## config.mk

```make
export PLATFORM = sky130hd
export DESIGN_NAME = gcd_datapath
export DESIGN_NICKNAME = d
export VERILOG_FILES = /design/src/verilog/gcd_datapath.v /design/src/verilog/gcd_window_decode.v /design/src/verilog/gcd_plane_alu.v
export VERILOG_INCLUDE_DIRS = /design/src /design/src/verilog
export SDC_FILE = /design/constraint.sdc
export NUM_CORES = 1
export LEC_CHECK = 0
export BUFFER_PORTS_ARGS = -buffer_cell sky130_fd_sc_hd__buf_2
export CAP_MARGIN = 25
export CORE_ASPECT_RATIO = 1.2
export CORE_MARGIN = 2
export CORE_UTILIZATION = 41
export DETAILED_ROUTE_END_ITERATION = 6
export PLACE_DENSITY_LB_ADDON = 0.3
export SETUP_SLACK_MARGIN = 0.05
export SYNTH_ARGS = -nofsm -noshare
export SYNTH_HDL_FRONTEND = slang
export SYNTH_SLANG_ARGS = --single-unit
```

## constraint.sdc

```tcl
create_clock -name clk_sys -period 3.3 [get_ports clk_sys]
set_clock_uncertainty 0.05 [all_clocks]
set_input_delay 0.66 -clock clk_sys [delete_from_list [all_inputs] [get_ports clk_sys]]
set_output_delay 0.66 -clock clk_sys [all_outputs]
set_load 0.01 [all_outputs]
```

## src/verilog/gcd_regs.vh

```
// graphics-controller datapath constants: register indices, field positions, reset values
// assumes inclusion by every gcd design file; definitions only
//
// Notes on behaviour
// [RULE_01] logic op 00 pass, 01 and, 10 or, 11 xor with latched plane data
// [RULE_02] host data rotated right by rotate count before the logic op
// [RULE_03] read plane select chooses the plane returned on host reads
// [RULE_04] shift format: 00 per-plane serial, 01 four-colour packed, 1x eight bits at once
// [RULE_05] odd/even split: even addresses reach planes 0 and 2, odd reach 1 and 3
// [RULE_06] software keeps the split bit the complement of the sequencer odd/even bit
// [RULE_07] read mode 0 returns selected plane, or plane from low address bits when chained
// [RULE_08] read mode 1 returns per-pixel colour compare result of four planes
// [RULE_09] compare colour bit n is matched against plane n
// [RULE_10] compare plane mask 0 drops a plane from the compare, used only in read mode 1
// [RULE_11] write mode 0: rotated data, or fill value for planes with fill enabled
// [RULE_12] fill enable bit n picks fill value bit n as plane n write source
// [RULE_13] write mode 1 copies latched data of all four planes to the address
// [RULE_14] write mode 2 fills plane n with eight copies of host data bit n
// [RULE_15] write mode 3: fill value always, rotated data and pixel mask form the mask
// [RULE_16] pixel write mask bit 0 keeps that pixel unchanged in every plane
// [RULE_17] memory window 00/01 a0000-affff, 10 b0000-b0fff, 11 b8000-bffff
// [RULE_18] chain odd/even replaces address bit 0 with a higher bit, bit 0 picks plane pair
// [RULE_19] graphics select bit 0 alphanumeric, 1 graphics
// [RULE_20] index port selects the register reached through the data port
// [RULE_21] every display memory read loads the four plane latches
`ifndef GCD_REGS_VH
`define GCD_REGS_VH
`define GCD_IDX_FILL_VALUE 4'h0
`define GCD_IDX_FILL_ENABLE 4'h1
`define GCD_IDX_COMPARE_COLOUR 4'h2
`define GCD_IDX_ROTATE_LOGIC 4'h3
`define GCD_IDX_READ_PLANE 4'h4
`define GCD_IDX_MODE 4'h5
`define GCD_IDX_WINDOW 4'h6
`define GCD_IDX_COMPARE_MASK 4'h7
`define GCD_IDX_PIXEL_MASK 4'h8
`define GCD_ROT_LSB 0
`define GCD_ROT_MSB 2
`define GCD_LOP_LSB 3
`define GCD_LOP_MSB 4
`define GCD_WM_LSB 0
`define GCD_WM_MSB 1
`define GCD_RM_BIT 3
`define GCD_OE_BIT 4
`define GCD_SF_LSB 5
`define GCD_SF_MSB 6
`define GCD_GFX_BIT 0
`define GCD_COE_BIT 1
`define GCD_MW_LSB 2
`define GCD_MW_MSB 3
`define GCD_RST_REG 8'h00
`define GCD_RST_PIXEL_MASK 8'hff
`define GCD_WIN_A_BASE 20'ha0000
`define GCD_WIN_A_LAST 20'haffff
`define GCD_WIN_B_BASE 20'hb0000
`define GCD_WIN_B_LAST 20'hb0fff
`define GCD_WIN_C_BASE 20'hb8000
`define GCD_WIN_C_LAST 20'hbffff
`endif

```

## src/verilog/gcd_datapath.v

```verilog
// gcd_datapath: graphics-controller registers and four-plane read/write datapath
// assumes single-cycle host strobes, memory returns plane bytes combinationally
`timescale 1ns/1ps
`include "gcd_regs.vh"
module gcd_datapath #(
    parameter INDEX_WIDTH = 4
) (
    input wire clk_sys,
    input wire rst_n,
    input wire io_index_wr,
    input wire io_data_wr,
    input wire io_data_rd,
    input wire [7:0] io_wdata,
    output reg [7:0] io_rdata_q,
    input wire chain_four,
    input wire mem_wr,
    input wire mem_rd,
    input wire [19:0] host_addr,
    input wire [7:0] host_wdata,
    output reg [7:0] host_rdata_q,
    output reg host_hit_q,
    input wire [31:0] plane_rdata,
    output reg plane_we_q,
    output reg [3:0] plane_sel_q,
    output reg [15:0] plane_addr_q,
    output reg [31:0] plane_wdata_q,
    output reg [1:0] shift_format_q,
    output reg graphics_mode_q,
    output reg [3:0] read_plane_q
);
    reg [INDEX_WIDTH-1:0] index_q;
    reg [3:0] fill_value_q;
    reg [3:0] fill_enable_q;
    reg [3:0] compare_colour_q;
    reg [7:0] rotate_and_logic_op_q;
    reg [1:0] read_plane_select_q;
    reg [7:0] read_write_mode_control_q;
    reg [7:0] memory_window_and_chain_q;
    reg [3:0] compare_plane_mask_q;
    reg [7:0] pixel_write_mask_q;
    reg [31:0] latch_q;
    wire hit;
    wire [15:0] offset;
    wire [31:0] alu_out;
    wire [7:0] rotated;
    wire [2:0] rotate_count;
    wire [1:0] logic_op_select;
    wire [1:0] write_mode_select;
    wire read_mode_select;
    wire odd_even_split;
    wire chain_odd_even;
    reg [7:0] reg_rd;
    reg [3:0] wr_planes;
    reg [1:0] rd_plane;
    reg [15:0] mem_addr;
    reg [7:0] cmp;
    integer k;

    assign rotate_count = rotate_and_logic_op_q[`GCD_ROT_MSB:`GCD_ROT_LSB];
    assign logic_op_select = rotate_and_logic_op_q[`GCD_LOP_MSB:`GCD_LOP_LSB];
    assign write_mode_select = read_write_mode_control_q[`GCD_WM_MSB:`GCD_WM_LSB];
    assign read_mode_select = read_write_mode_control_q[`GCD_RM_BIT];
    assign odd_even_split = read_write_mode_control_q[`GCD_OE_BIT]; // RULE_06
    assign chain_odd_even = memory_window_and_chain_q[`GCD_COE_BIT];

    // -------------------------------------------
    // helpers
    // -------------------------------------------
    function [7:0] rotr;
        input [7:0] d;
        input [2:0] n;
        reg [15:0] t;
        begin
            t = {d, d} >> n;
            rotr = t[7:0];
        end
    endfunction

    function [7:0] plane_byte;
        input [31:0] p;
        input [1:0] n;
        begin
            plane_byte = p[n*8 +: 8];
        end
    endfunction

    assign rotated = rotr(host_wdata, rotate_count); // RULE_02

    gcd_window_decode u_window (
        .memory_window_select(memory_window_and_chain_q[`GCD_MW_MSB:`GCD_MW_LSB]),
        .host_addr(host_addr),
        .hit(hit),
        .offset(offset)
    );

    genvar g;
    generate
        for (g = 0; g < 4; g = g + 1) begin : g_plane
            gcd_plane_alu u_alu (
                .write_mode_select(write_mode_select),
                .logic_op_select(logic_op_select),
                .rotated(rotated),
                .host_data(host_wdata),
                .latch(latch_q[g*8 +: 8]),
                .fill_value_bit(fill_value_q[g]),
                .fill_enable_bit(fill_enable_q[g]),
                .pixel_write_mask(pixel_write_mask_q),
                .plane_index(g[1:0]),
                .result(alu_out[g*8 +: 8])
            );
        end
    endgenerate

    // -------------------------------------------
    // addressing and plane selection
    // -------------------------------------------
    always @* begin
        mem_addr = offset;
        wr_planes = 4'hf;
        if (chain_odd_even) begin
            mem_addr = {offset[15:1], offset[15]}; // RULE_18
            wr_planes = offset[0] ? 4'ha : 4'h5; // RULE_18
        end else if (odd_even_split) begin
            wr_planes = offset[0] ? 4'ha : 4'h5; // RULE_05
        end else if (chain_four) begin
            wr_planes = 4'h1 << offset[1:0];
            mem_addr = {2'b00, offset[15:2]};
        end
        if (chain_four) begin
            rd_plane = offset[1:0]; // RULE_07
        end else if (odd_even_split || chain_odd_even) begin
            rd_plane = {read_plane_select_q[1], offset[0]}; // RULE_05
        end else begin
            rd_plane = read_plane_select_q; // RULE_03
        end
    end

    // -------------------------------------------
    // colour compare
    // -------------------------------------------
    always @* begin
        for (k = 0; k < 8; k = k + 1) begin
            // masked planes always match, so a zero mask reads all ones
            cmp[k] = &(~((plane_rdata[24+k] ^ compare_colour_q[3]) & compare_plane_mask_q[3])
                    & ~((plane_rdata[16+k] ^ compare_colour_q[2]) & compare_plane_mask_q[2])
                    & ~((plane_rdata[8+k] ^ compare_colour_q[1]) & compare_plane_mask_q[1])
                    & ~((plane_rdata[k] ^ compare_colour_q[0]) & compare_plane_mask_q[0])); // RULE_09 RULE_10
        end
    end

    // -------------------------------------------
    // register readback
    // -------------------------------------------
    always @* begin
        case (index_q) // RULE_20
            `GCD_IDX_FILL_VALUE: reg_rd = {4'h0, fill_value_q};
            `GCD_IDX_FILL_ENABLE: reg_rd = {4'h0, fill_enable_q};
            `GCD_IDX_COMPARE_COLOUR: reg_rd = {4'h0, compare_colour_q};
            `GCD_IDX_ROTATE_LOGIC: reg_rd = {3'h0, rotate_and_logic_op_q[4:0]};
            `GCD_IDX_READ_PLANE: reg_rd = {6'h00, read_plane_select_q};
            `GCD_IDX_MODE: reg_rd = {1'b0, read_write_mode_control_q[6:3], 1'b0,
                                     read_write_mode_control_q[1:0]};
            `GCD_IDX_WINDOW: reg_rd = {4'h0, memory_window_and_chain_q[3:0]};
            `GCD_IDX_COMPARE_MASK: reg_rd = {4'h0, compare_plane_mask_q};
            `GCD_IDX_PIXEL_MASK: reg_rd = pixel_write_mask_q;
            default: reg_rd = 8'h00;
        endcase
    end

    // -------------------------------------------
    // registers
    // -------------------------------------------
    always @(posedge clk_sys or negedge rst_n) begin
        if (!rst_n) begin
            index_q <= {INDEX_WIDTH{1'b0}};
            fill_value_q <= 4'h0;
            fill_enable_q <= 4'h0;
            compare_colour_q <= 4'h0;
            rotate_and_logic_op_q <= `GCD_RST_REG;
            read_plane_select_q <= 2'b00;
            read_write_mode_control_q <= `GCD_RST_REG;
            memory_window_and_chain_q <= `GCD_RST_REG;
            compare_plane_mask_q <= 4'h0;
            pixel_write_mask_q <= `GCD_RST_PIXEL_MASK;
            io_rdata_q <= 8'h00;
        end else begin
            if (io_index_wr) begin
                index_q <= io_wdata[INDEX_WIDTH-1:0]; // RULE_20
            end
            if (io_data_rd) begin
                io_rdata_q <= reg_rd;
            end
            if (io_data_wr) begin
                case (index_q) // RULE_20
                    `GCD_IDX_FILL_VALUE: fill_value_q <= io_wdata[3:0];
                    `GCD_IDX_FILL_ENABLE: fill_enable_q <= io_wdata[3:0];
                    `GCD_IDX_COMPARE_COLOUR: compare_colour_q <= io_wdata[3:0];
                    `GCD_IDX_ROTATE_LOGIC: rotate_and_logic_op_q <= {3'h0, io_wdata[4:0]};
                    `GCD_IDX_READ_PLANE: read_plane_select_q <= io_wdata[1:0];
                    `GCD_IDX_MODE: read_write_mode_control_q <= {1'b0, io_wdata[6:3], 1'b0, io_wdata[1:0]};
                    `GCD_IDX_WINDOW: memory_window_and_chain_q <= {4'h0, io_wdata[3:0]};
                    `GCD_IDX_COMPARE_MASK: compare_plane_mask_q <= io_wdata[3:0];
                    `GCD_IDX_PIXEL_MASK: pixel_write_mask_q <= io_wdata;
                    default: begin
                    end
                endcase
            end
        end
    end

    // -------------------------------------------
    // memory cycles
    // -------------------------------------------
    always @(posedge clk_sys or negedge rst_n) begin
        if (!rst_n) begin
            latch_q <= 32'h00000000;
            host_rdata_q <= 8'h00;
            host_hit_q <= 1'b0;
            plane_we_q <= 1'b0;
            plane_sel_q <= 4'h0;
            plane_addr_q <= 16'h0000;
            plane_wdata_q <= 32'h00000000;
        end else begin
            host_hit_q <= hit & (mem_rd | mem_wr);
            plane_we_q <= hit & mem_wr;
            if (hit & (mem_rd | mem_wr)) begin
                plane_addr_q <= mem_addr;
            end
            if (hit & mem_wr) begin
                // write mode 1 ignores the split and writes all planes
                plane_sel_q <= (write_mode_select == 2'b01) ? 4'hf : wr_planes; // RULE_13
                plane_wdata_q <= alu_out;
            end
            if (hit & mem_rd) begin
                latch_q <= plane_rdata; // RULE_21
                if (read_mode_select) begin
                    host_rdata_q <= cmp; // RULE_08
                end else begin
                    host_rdata_q <= plane_byte(plane_rdata, rd_plane); // RULE_07
                end
            end
        end
    end

    // -------------------------------------------
    // status outputs
    // -------------------------------------------
    always @(posedge clk_sys or negedge rst_n) begin
        if (!rst_n) begin
            shift_format_q <= 2'b00;
            graphics_mode_q <= 1'b0;
            read_plane_q <= 4'h0;
        end else begin
            shift_format_q <= read_write_mode_control_q[`GCD_SF_MSB:`GCD_SF_LSB]; // RULE_04
            graphics_mode_q <= memory_window_and_chain_q[`GCD_GFX_BIT]; // RULE_19
            read_plane_q <= 4'h1 << rd_plane;
        end
    end
endmodule // gcd_datapath

```

## src/verilog/gcd_window_decode.v

```verilog
// gcd_window_decode: host memory window hit and offset
// assumes a 20-bit real-mode host address, combinational use
`timescale 1ns/1ps
`include "gcd_regs.vh"
module gcd_window_decode (
    input wire [1:0] memory_window_select,
    input wire [19:0] host_addr,
    output reg hit,
    output reg [15:0] offset
);
    // -------------------------------------------
    // window compare
    // -------------------------------------------
    always @* begin
        hit = 1'b0;
        offset = 16'h0000;
        case (memory_window_select) // RULE_17
            2'b00, 2'b01: begin
                hit = (host_addr >= `GCD_WIN_A_BASE) && (host_addr <= `GCD_WIN_A_LAST);
                offset = host_addr[15:0];
            end
            2'b10: begin
                hit = (host_addr >= `GCD_WIN_B_BASE) && (host_addr <= `GCD_WIN_B_LAST);
                offset = {4'h0, host_addr[11:0]};
            end
            2'b11: begin
                hit = (host_addr >= `GCD_WIN_C_BASE) && (host_addr <= `GCD_WIN_C_LAST);
                offset = {1'b0, host_addr[14:0]};
            end
            default: begin
                hit = 1'b0;
            end
        endcase
    end
endmodule // gcd_window_decode

```

## src/verilog/gcd_plane_alu.v

```verilog
// gcd_plane_alu: per-plane write data path for one display plane
// assumes rotated host data and latches arrive from the top
`timescale 1ns/1ps
`include "gcd_regs.vh"
module gcd_plane_alu (
    input wire [1:0] write_mode_select,
    input wire [1:0] logic_op_select,
    input wire [7:0] rotated,
    input wire [7:0] host_data,
    input wire [7:0] latch,
    input wire fill_value_bit,
    input wire fill_enable_bit,
    input wire [7:0] pixel_write_mask,
    input wire [1:0] plane_index,
    output reg [7:0] result
);
    reg [7:0] src;
    reg [7:0] op;
    reg [7:0] mask;
    // -------------------------------------------
    // source, logic op, mask
    // -------------------------------------------
    always @* begin
        src = rotated;
        mask = pixel_write_mask; // RULE_16
        case (write_mode_select)
            2'b00: src = fill_enable_bit ? {8{fill_value_bit}} : rotated; // RULE_11 RULE_12
            2'b10: src = {8{host_data[plane_index]}}; // RULE_14
            2'b11: begin
                src = {8{fill_value_bit}}; // RULE_15
                mask = rotated & pixel_write_mask; // RULE_15
            end
            default: src = rotated;
        endcase
        case (logic_op_select) // RULE_01
            2'b01: op = src & latch;
            2'b10: op = src | latch;
            2'b11: op = src ^ latch;
            default: op = src;
        endcase
        if (write_mode_select == 2'b01) begin
            result = latch; // RULE_13
        end else begin
            result = (op & mask) | (latch & ~mask); // RULE_16
        end
    end
endmodule // gcd_plane_alu

```

==> results of run 1 <==
## metrics by stage
step / setup WS, ns / hold WS, ns / instances
global route: 0.199 / 0.270 / 1365
finish: 0.414 / 0.194 / 1365
detailed placement: 0.406 / 0.333 / 1333
floorplan: 0.795 / 0.314 / 913
CTS: 0.422 / 0.236 / 1365
global placement: 0.495 / 0.349 / 1333
## final cells by class
type                       count  area (sq um)  share of cell area (%)
multi-input combinational    676          5210                    47.1
tap                          315           394                    3.56
inverter                      15          56.3                   0.508
timing repair buffer         173           962                    8.68
clock inverter                 9           140                    1.26
clock buffer                  23           448                    4.04
sequential                   154          3870                    34.9
## cells in the mapped netlist, types with 9 or more instances
library cell,count,share of area [%]
dfrtp_1,146,38
nand2_1,95,3.7
nor2_1,67,2.6
a211oi_1,50,3.9
a31oi_1,50,3.3
mux2i_1,50,5.2
mux2_1,37,4.4
mux2_2,36,4.2
a21oi_1,33,1.7
clkbuf_1,33,1.3
ha_1,32,4.2
xor2_1,32,2.9
a211oi_2,29,3.8
a211o_1,28,2.6
o21ai_0,15,0.78
o21ai_1,13,0.68
mux4_2,11,2.6
inv_1,10,0.39
nand2b_1,10,0.65
a222oi_1,9,0.94
## cells in the final DEF, fill, tap and decap left out, types with 32 or more instances in the layout
cell,count
a211oi_1,50
a21oi_1,33
a31oi_1,50
buf_2,151
dfrtp_1,144
ha_1,32
mux2_1,37
mux2_2,36
mux2i_1,49
nand2_1,95
nor2_1,67
xor2_1,32
## power groups by stage
stage	registers [uW]	logic, uW	clock network [uW]
3_3_place_gp	3550	4510	0
4_1_cts	3540	4670	2030
3_5_place_dp	3560	4630	0
2_1_floorplan	3250	3430	0
6_report	3540	4660	2000
5_1_grt	3650	5180	2120
## cells by family after synthesis
family,count (synthesis),synth area share [%]
xor gates and xnor gates,32,2.93
AOI/OAI and AO/OA,267,21.1
muxes,134,16.4
and+or+nand+nor,211,9.81
buffers and inverters,83,5.15
DFF,154,40.4
adders and majority gates,32,4.19
## sequential cells by signal (all words and copies together), names as in the netlist, 2 cells and up
name,count
compare_colour_q,4
compare_plane_mask_q,4
fill_enable_q,4
fill_value_q,4
host_rdata_q,8
index_q,4
io_rdata_q,8
latch_q,32
memory_window_and_chain_q,4
pixel_write_mask_q,8
plane_addr_q,16
plane_sel_q,4
plane_wdata_q,32
read_plane_q,4
read_plane_select_q,2
read_write_mode_control_q,6
rotate_and_logic_op_q,5
shift_format_q,2
## worst paths after layout
check | start | end | depth (start not counted)
min in group clk_sys | read_write_mode_control_q[6] | shift_format_q[1] | 0
worst max register to register | rotate_and_logic_op_q[1] | plane_wdata_q[4] | 8
max in group asynchronous | rst_n | plane_wdata_q[10] | 2
worst min-delay path | rst_n | index_q[1] | 1
worst min register to register | read_write_mode_control_q[6] | shift_format_q[1] | 0
worst max-delay path | rotate_and_logic_op_q[1] | plane_wdata_q[4] | 8
## per-layer routing
| layer | vias up | global-route usage [%] | wire length [um] |
|---|---|---|---|
| met5 | - | 0 | 0 |
| met2 | 257 | 37.8 | 13500 |
| met1 | 3886 | 31.3 | 12000 |
| met3 | 54 | 3.98 | 1390 |
| met4 | 0 | 11.4 | 1320 |
| li1 | 3659 | - | - |
==> out/qor.yml, run 1 <==
comb_power_share_pct: 45.7
final_area_sq_um: 11100
wirelength_mm: 28.2
fin_util_pct: 48.1
postSynthAreaPerCell_sq_um: 10.5
gp_congestion: 0.869
hold_viol_final: 0
dieArea_sq_um: 24600
cts.path.max_buffers: 2
ant_nets: 0
fin_crit_ns: 2.89
grt_max_degree: 74
port_buffers: 152
grt_pass1_wl_mm: 44.4
ios: 153
nets: 1145
dieHeight_um: 171
ir_drop_mv: 0.435
drt_iter0_drc: 758
final.setup.tns_ns: 0
path_cells: "mux2i_1 -> mux4_2 -> a211oi_1 -> ha_1 -> mux2i_1 -> a21oi_1 -> o211ai_1 -> a31oi_1"
start_util_pct: 41.5
place.detailed.hpwl_mm: 20.5
diodes: 0
seqPwrFrac_pct: 34.7
rows: 61
cp_num_buf_inv: 0
synth_ff_type: "dfrtp_1"
cts_tree: "yes"
n_fill_cell: 2211
async_reset_ff_share_pct: 100
worst_pin_slew_ns: 0.873
critPathMaxFanout: 10
grt_pass1_vias: 7654
path_clk_slew_ns: 0.06
max-cap-violations: 0
min_period_over_period_pct: 87.4
ctsResizeCount: 0
area.growth.synth_to_final_pct: 15.8
clkPwrFrac_pct: 19.6
rsz0062_at_grt: "no"
critical-path-max-stage-delay_ns: 0.65
dpl_cell_area_sq_um: 10500
antenna_found_initial: 0
status: "complete, no violations"
synth.distinct_cells: 68
vias: 7856
synthesis.nets: 1021
worst_path_max_delay_cell: "dfrtp_1"
drive_gt1_share_pct: 29.3
seq_area_frac_synth_pct: 40.4
setup-violations-final: 0
relSlewSlack_pct: 41.6
reg2reg_slack_ns: 0.41
power.density_nw_per_um2: 920
crit_top_cell: "mux2i_1"
routed_via_density: 5.76
ys_seq_elements: 154
clock_latency_ns: 0.43
wl_per_cell_um: 20.6
startpoint_type: "flip-flop"
cts_root_buffer: "clkbuf_16"
p_int_uw: 5910
yosys_warnings: 0
clock.fmax_ghz: 0.347
finalPower_uw: 10200
p_leak_uw: 0.00482
netlist_area_sq_um: 9570
min_path_type: "in2async"
drc: 0
hold_buffers: 0
worstPathRequired_ns: 3.52
path_class: "reg2reg"
cts_max_level: 4
critPathCaptureType: "flip-flop"
p_switching_uw: 4280
cts_sinks: 154
grt.total_usage_pct: 23.7
numCtsBuffers: 17
drv_slew: 0
swShare_pct: 42.0
syn_inst: 913
dr.pass1.iters: 5
coreArea_sq_um: 23000
arrival_ns: 3.10
cts_setup_buffers: 0
die_w_um: 143
grt_overflow: 0
synth_edf_count: 0
crit_family: "multiplexers"
Note: power is estimated with default switching activity, not from simulation.
==> run 2, diff against run 1 <==
CORE_UTILIZATION = 58   (was 41)
==> run 2 against run 1 <==
Compared with the run above: via count grew 2.9%; critical endpoint unchanged; global-route usage up 8.5 points; non-clock buffer count decreased by 2; wire length decreased by 2.8%; die area fell by 29%; largest cell class unchanged; design area fell by 1.1%; critical path depth is the same; cell count shrank 7.6%; sequential share of layout area is 0.39 points higher.
==> out/qor.yml, run 2 (synthesis gave the netlist of run 1 again) <==
setup-violations-final: 0  # unchanged
fin_crit_ns: 2.91  # +0.0244 ns
clkPwrFrac_pct: 19.7  # about the same
cts.path.max_buffers: 2  # unchanged
rows: 51  # -16%
coreArea_sq_um: 16200  # -30%
p_int_uw: 5920  # about the same
dr.pass1.iters: 5  # unchanged
largestRegisters: "latch_q: 32 flops, plane_wdata_q: 32 flops, plane_addr_q: 16 flops"
hold_viol_final: 0  # unchanged
ir_drop_mv: 0.594  # +36%
area.growth.synth_to_final_pct: 14.5
cts_sinks: 154  # unchanged
comb_power_share_pct: 44.7  # -1.0 points
startpoint_type: "flip-flop"
place.detailed.hpwl_mm: 19.3  # -6.1%
start_util_pct: 59.0  # +18 points
ios: 153  # unchanged
dieArea_sq_um: 17500  # -29%
grt.total_usage_pct: 32.2  # +8.5 points
reg2regPathDepth: 8  # unchanged
critPathCaptureType: "flip-flop"
arrival_ns: 3.13  # +0.03 ns
dieHeight_um: 145  # -16%
ant_nets: 0  # unchanged
worstPathRequired_ns: 3.52  # about the same
wirelength_mm: 27.4  # -2.8%
final_area_sq_um: 11000  # -1.1%
swShare_pct: 42.0  # +0.075 points
seqPwrFrac_pct: 35.6  # +0.9 points
gp_congestion: 0.907  # +4.4%
crit_start: "rotate_and_logic_op_q[1]"
min_period_over_period_pct: 88.2  # +0.74 points
r2r-start: "rotate_and_logic_op_q[1]"
path_clk_slew_ns: 0.06  # about the same
grt_overflow: 0  # unchanged
drt_iter0_drc: 636  # -16%
worstReg2RegEnd: "plane_wdata_q[4]"
ctsResizeCount: 0  # unchanged
drc: 0  # unchanged
clock.fmax_ghz: 0.344  # -0.84%
grt_pass1_vias: 7900  # +3.2%
port_buffers: 152  # unchanged
reg2reg_slack_ns: 0.39  # -0.02 ns
layout_commonest_cell: "buf_2"
worst_pin_slew_ns: 0.944  # +0.0704 ns
fin_util_pct: 67.6  # +20 points
routed_via_density: 6.41  # +11%
wl_per_cell_um: 21.7  # +5.2%
whs_ns: 0.150  # -0.0441 ns
clock_latency_ns: 0.42  # about the same
grt_max_degree: 65  # -12%
most-common-layout-cells: "151 x buf_2, 144 x dfrtp_1, 95 x nand2_1, 67 x nor2_1"
cts_tree: "yes"
antenna_found_initial: 1  # +1
critPathMaxFanout: 10  # unchanged
power.density_nw_per_um2: 932  # +1.4%
dpl_cell_area_sq_um: 10300  # -1.4%
drv_slew: 0  # unchanged
min_path_type: "in2async"
max-cap-violations: 0  # unchanged
p_switching_uw: 4290  # +0.40%
cts_max_level: 4  # unchanged
hold_buffers: 0  # unchanged
grt_pass1_wl_mm: 43.2  # -2.7%
path_class: "reg2reg"
p_leak_uw: 0.00483  # +0.22%
die_w_um: 121  # -15%
final.setup.tns_ns: 0  # unchanged
nets: 1143  # -0.17%
rsz0062_at_grt: "no"
relSlewSlack_pct: 37.1  # -4.5 points
cts_root_buffer: "clkbuf_16"
vias: 8086  # +2.9%
drive_gt1_share_pct: 29.6  # +0.25 points
cts_setup_buffers: 0  # unchanged
status: "complete, no violations"
numCtsBuffers: 17  # unchanged
-- run 2: area by class of cell --
type | instances | area, sq um
flip-flops and latches | 154 | 3870
well taps | 212 | 265
inverters | 15 | 56.3
fillers | 1356 | 5250
clock inverters | 13 | 166
clock buffers | 19 | 443
multi-input cells | 676 | 5210
repair buffers | 171 | 947
diodes | 1 | 2.50
-- run 2: worst max-delay path, cell delays in order, from the launching register on --
cell and delay (ns):
dfrtp_1 0.63, mux2i_1 0.22, mux4_2 0.59, a211oi_1 0.37
ha_1 0.31, mux2i_1 0.19, a21oi_1 0.09, o211ai_1 0.19
a31oi_1 0.11
-- run 2: how the worst max path moves through the flow --
stage | endpoint | slack [ns] | depth (start not counted)
final | plane_wdata_q[4] | 0.39 | 8
after global routing | plane_wdata_q[4] | 0.24 | 8
after CTS | plane_wdata_q[4] | 0.41 | 8
after detailed placement | plane_wdata_q[4] | 0.36 | 9
after global placement | plane_wdata_q[12] | 0.49 | 9
after floorplan | plane_wdata_q[12] | 0.79 | 8
-- run 2: through the flow --
| step | cells | power [uW] | setup slack, ns |
|---|---|---|---|
| 2_1_floorplan | 913 | 6670 | 0.795 |
| 3_3_place_gp | 1228 | 7950 | 0.491 |
| 4_1_cts | 1260 | 10200 | 0.406 |
| 3_5_place_dp | 1228 | 8120 | 0.360 |
| 6_report | 1261 | 10200 | 0.390 |
| 5_1_grt | 1261 | 10900 | 0.238 |
-- run 2: power groups by stage --
stage / clock network, uW / logic (uW) / registers (uW)
2_1_floorplan: 0 / 3430 / 3250
4_1_cts: 2050 / 4540 / 3600
3_5_place_dp: 0 / 4490 / 3620
6_report: 2020 / 4560 / 3630
3_3_place_gp: 0 / 4350 / 3590
5_1_grt: 2120 / 5040 / 3720
-- run 2: layer usage --
layer	global-route usage, %	vias to the layer above	part of all wire (%)
met4	17.2	0	5.1
met5	0	-	0
li1	-	3652	-
met3	5.37	79	7.1
met2	52.3	417	48
met1	41.4	3938	40
==> run 3, diff against run 2 <==
CORE_ASPECT_RATIO = 0.7   (was 1.2)
SETUP_SLACK_MARGIN = 0.4   (was 0.05)
==> run 3 against run 2 <==
Compared with the run above: cell count increased by 1.4%; global-route usage down 0.50 points; sequential power is essentially flat; worst setup slack improved by 0.14 ns; wire length decreased by 0.70%; utilization is 0.15 points higher; via count hardly changed; critical path depth unchanged; maximum frequency grew 5.0%; total power decreased by 0.23%; sequential share of layout area down 0.15 points; largest power group unchanged.
==> out/qor.yml, run 3 (synthesis gave the netlist of run 1 again) <==
status: "complete, no violations"
startpoint_type: "flip-flop"
dieHeight_um: 111  # -23%
hold_viol_final: 0  # unchanged
layout_commonest_cell: "buf_2"
path_clk_slew_ns: 0.07  # about the same
place.detailed.hpwl_mm: 19.7  # +2.1%
worstPathRequired_ns: 3.57  # +0.05 ns
cts.path.max_buffers: 2  # unchanged
ios: 153  # unchanged
max-cap-violations: 0  # unchanged
area.growth.synth_to_final_pct: 15.1
fin_util_pct: 67.8  # +0.15 points
worst_pin_slew_ns: 0.834  # -0.110 ns
rows: 39  # -24%
worstReg2RegEnd: "plane_wdata_q[28]"
grt.total_usage_pct: 31.7  # -0.50 points
port_buffers: 152  # unchanged
cts_tree: "yes"
drv_slew: 0  # unchanged
grt_pass1_vias: 7549  # -4.4%
grt_overflow: 0  # unchanged
fin_crit_ns: 2.77  # -0.138 ns
min_period_over_period_pct: 84.0  # -4.2 points
cts_max_level: 4  # unchanged
clock.fmax_ghz: 0.361  # +5.0%
diodes: 0  # -1
whs_ns: 0.0860  # -0.0642 ns
reg2reg_slack_ns: 0.53  # +0.14 ns
grt_pass1_wl_mm: 42.5  # -1.6%
r2r-start: "read_write_mode_control_q[1]"
p_leak_uw: 0.00484  # +0.21%
most-common-layout-cells: "151 x buf_2, 142 x dfrtp_1, 95 x nand2_1, 67 x nor2_1"
coreArea_sq_um: 16200  # +0.25%
drt_iter0_drc: 904  # +42%
numCtsBuffers: 17  # unchanged
dr.pass1.iters: 6  # +1
hold_buffers: 0  # unchanged
clock_latency_ns: 0.43  # about the same
arrival_ns: 3.04  # -0.09 ns
reg2regPathDepth: 8  # unchanged
rsz0062_at_grt: "no"
ant_nets: 0  # unchanged
grt_max_degree: 65  # unchanged
placed_cells: 1247  # +1.5%
antenna_found_initial: 0  # -1
n_fill_cell: 1321  # -2.6%
largestRegisters: "latch_q: 32 flops, plane_wdata_q: 32 flops, plane_addr_q: 16 flops"
gp_congestion: 0.919  # +1.3%
crit_start: "read_write_mode_control_q[1]"
path_class: "reg2reg"
vias: 8084  # -0.025%
dieArea_sq_um: 17600  # about the same
drive_gt1_share_pct: 30.3  # +0.69 points
start_util_pct: 58.9  # -0.15 points
routed_via_density: 6.32  # -1.4%
min_path_type: "in2async"
ir_drop_mv: 0.434  # -27%
die_w_um: 158  # +30%
finalNonFillerCells: 1279  # +1.4%
nets: 1149  # +0.52%
cts_sinks: 154  # unchanged
wl_per_cell_um: 21.3  # -2.1%
cts_root_buffer: "clkbuf_16"
setup-violations-final: 0  # unchanged
wirelength_mm: 27.2  # -0.70%
drc: 0  # unchanged
power.density_nw_per_um2: 926  # -0.71%
relSlewSlack_pct: 44.2  # +7.1 points
critPathMaxFanout: 14  # +4
critPathCaptureType: "flip-flop"
final.setup.tns_ns: 0  # unchanged
-- run 3: cell count changes in the layout (fill, tap and decap cells not counted), sizes merged --
cell	previous run	this run
clkbuf	19	17
diode	1	0
buf	171	177
clkinv	4	3
inv	19	22
bufinv	3	1
clkinvlp	2	4
-- run 3: power breakdown --
part,internal [uW],total (uW),switching [uW]
Combinational,2100,4620,2520
Clock,1070,1950,885
Sequential,2630,3620,985
-- run 3: per-stage QoR --
step	worst slack, ns	total power (uW)	cell area [sq um]
after global routing	0.406	10800	11000
after CTS	0.425	10100	11000
final	0.528	10200	11000
after global placement	0.502	7950	10400
after detailed placement	0.408	8120	10400
after floorplan	0.795	6670	9570
-- run 3: cell type report --
| type | instances | area, sq um | area share, % |
|---|---|---|---|
| Inverter | 15 | 56.3 | 0.511 |
| Tap cell | 225 | 282 | 2.56 |
| Clock inverter | 15 | 163 | 1.48 |
| Clock buffer | 17 | 425 | 3.86 |
| Sequential cell | 154 | 3870 | 35.1 |
| Timing Repair Buffer | 177 | 1000 | 9.13 |
| Multi-Input combinational cell | 676 | 5210 | 47.3 |
-- run 3: worst max-delay path by stage --
stage                              endpoint  depth (start not counted)
after global routing      plane_wdata_q[12]                          8
after floorplan           plane_wdata_q[12]                          8
after global placement    plane_wdata_q[12]                          9
after detailed placement  plane_wdata_q[12]                          9
after CTS                 plane_wdata_q[12]                          8
final                     plane_wdata_q[28]                          8
-- run 3: worst max-delay path: stages (launching register included) --
cell,delay [ns]
dfrtp_1,0.58
or3b_1,0.46
a21oi_2,0.53
a211oi_1,0.18
ha_1,0.32
mux2i_1,0.19
a21oi_1,0.09
o211ai_1,0.15
a21oi_1,0.08
-- run 3: repair_timing --
action,4_1_cts,5_1_grt
setup endpoints to repair,0,4
buffers inserted,0,0
gates resized for setup,0,2
-- run 3: routing by layer --
layer	part of all wire, %	GRT usage [%]
met1	46	49.2
met2	41	42.8
met3	11	10.2
met4	1.2	7.09
met5	0	0
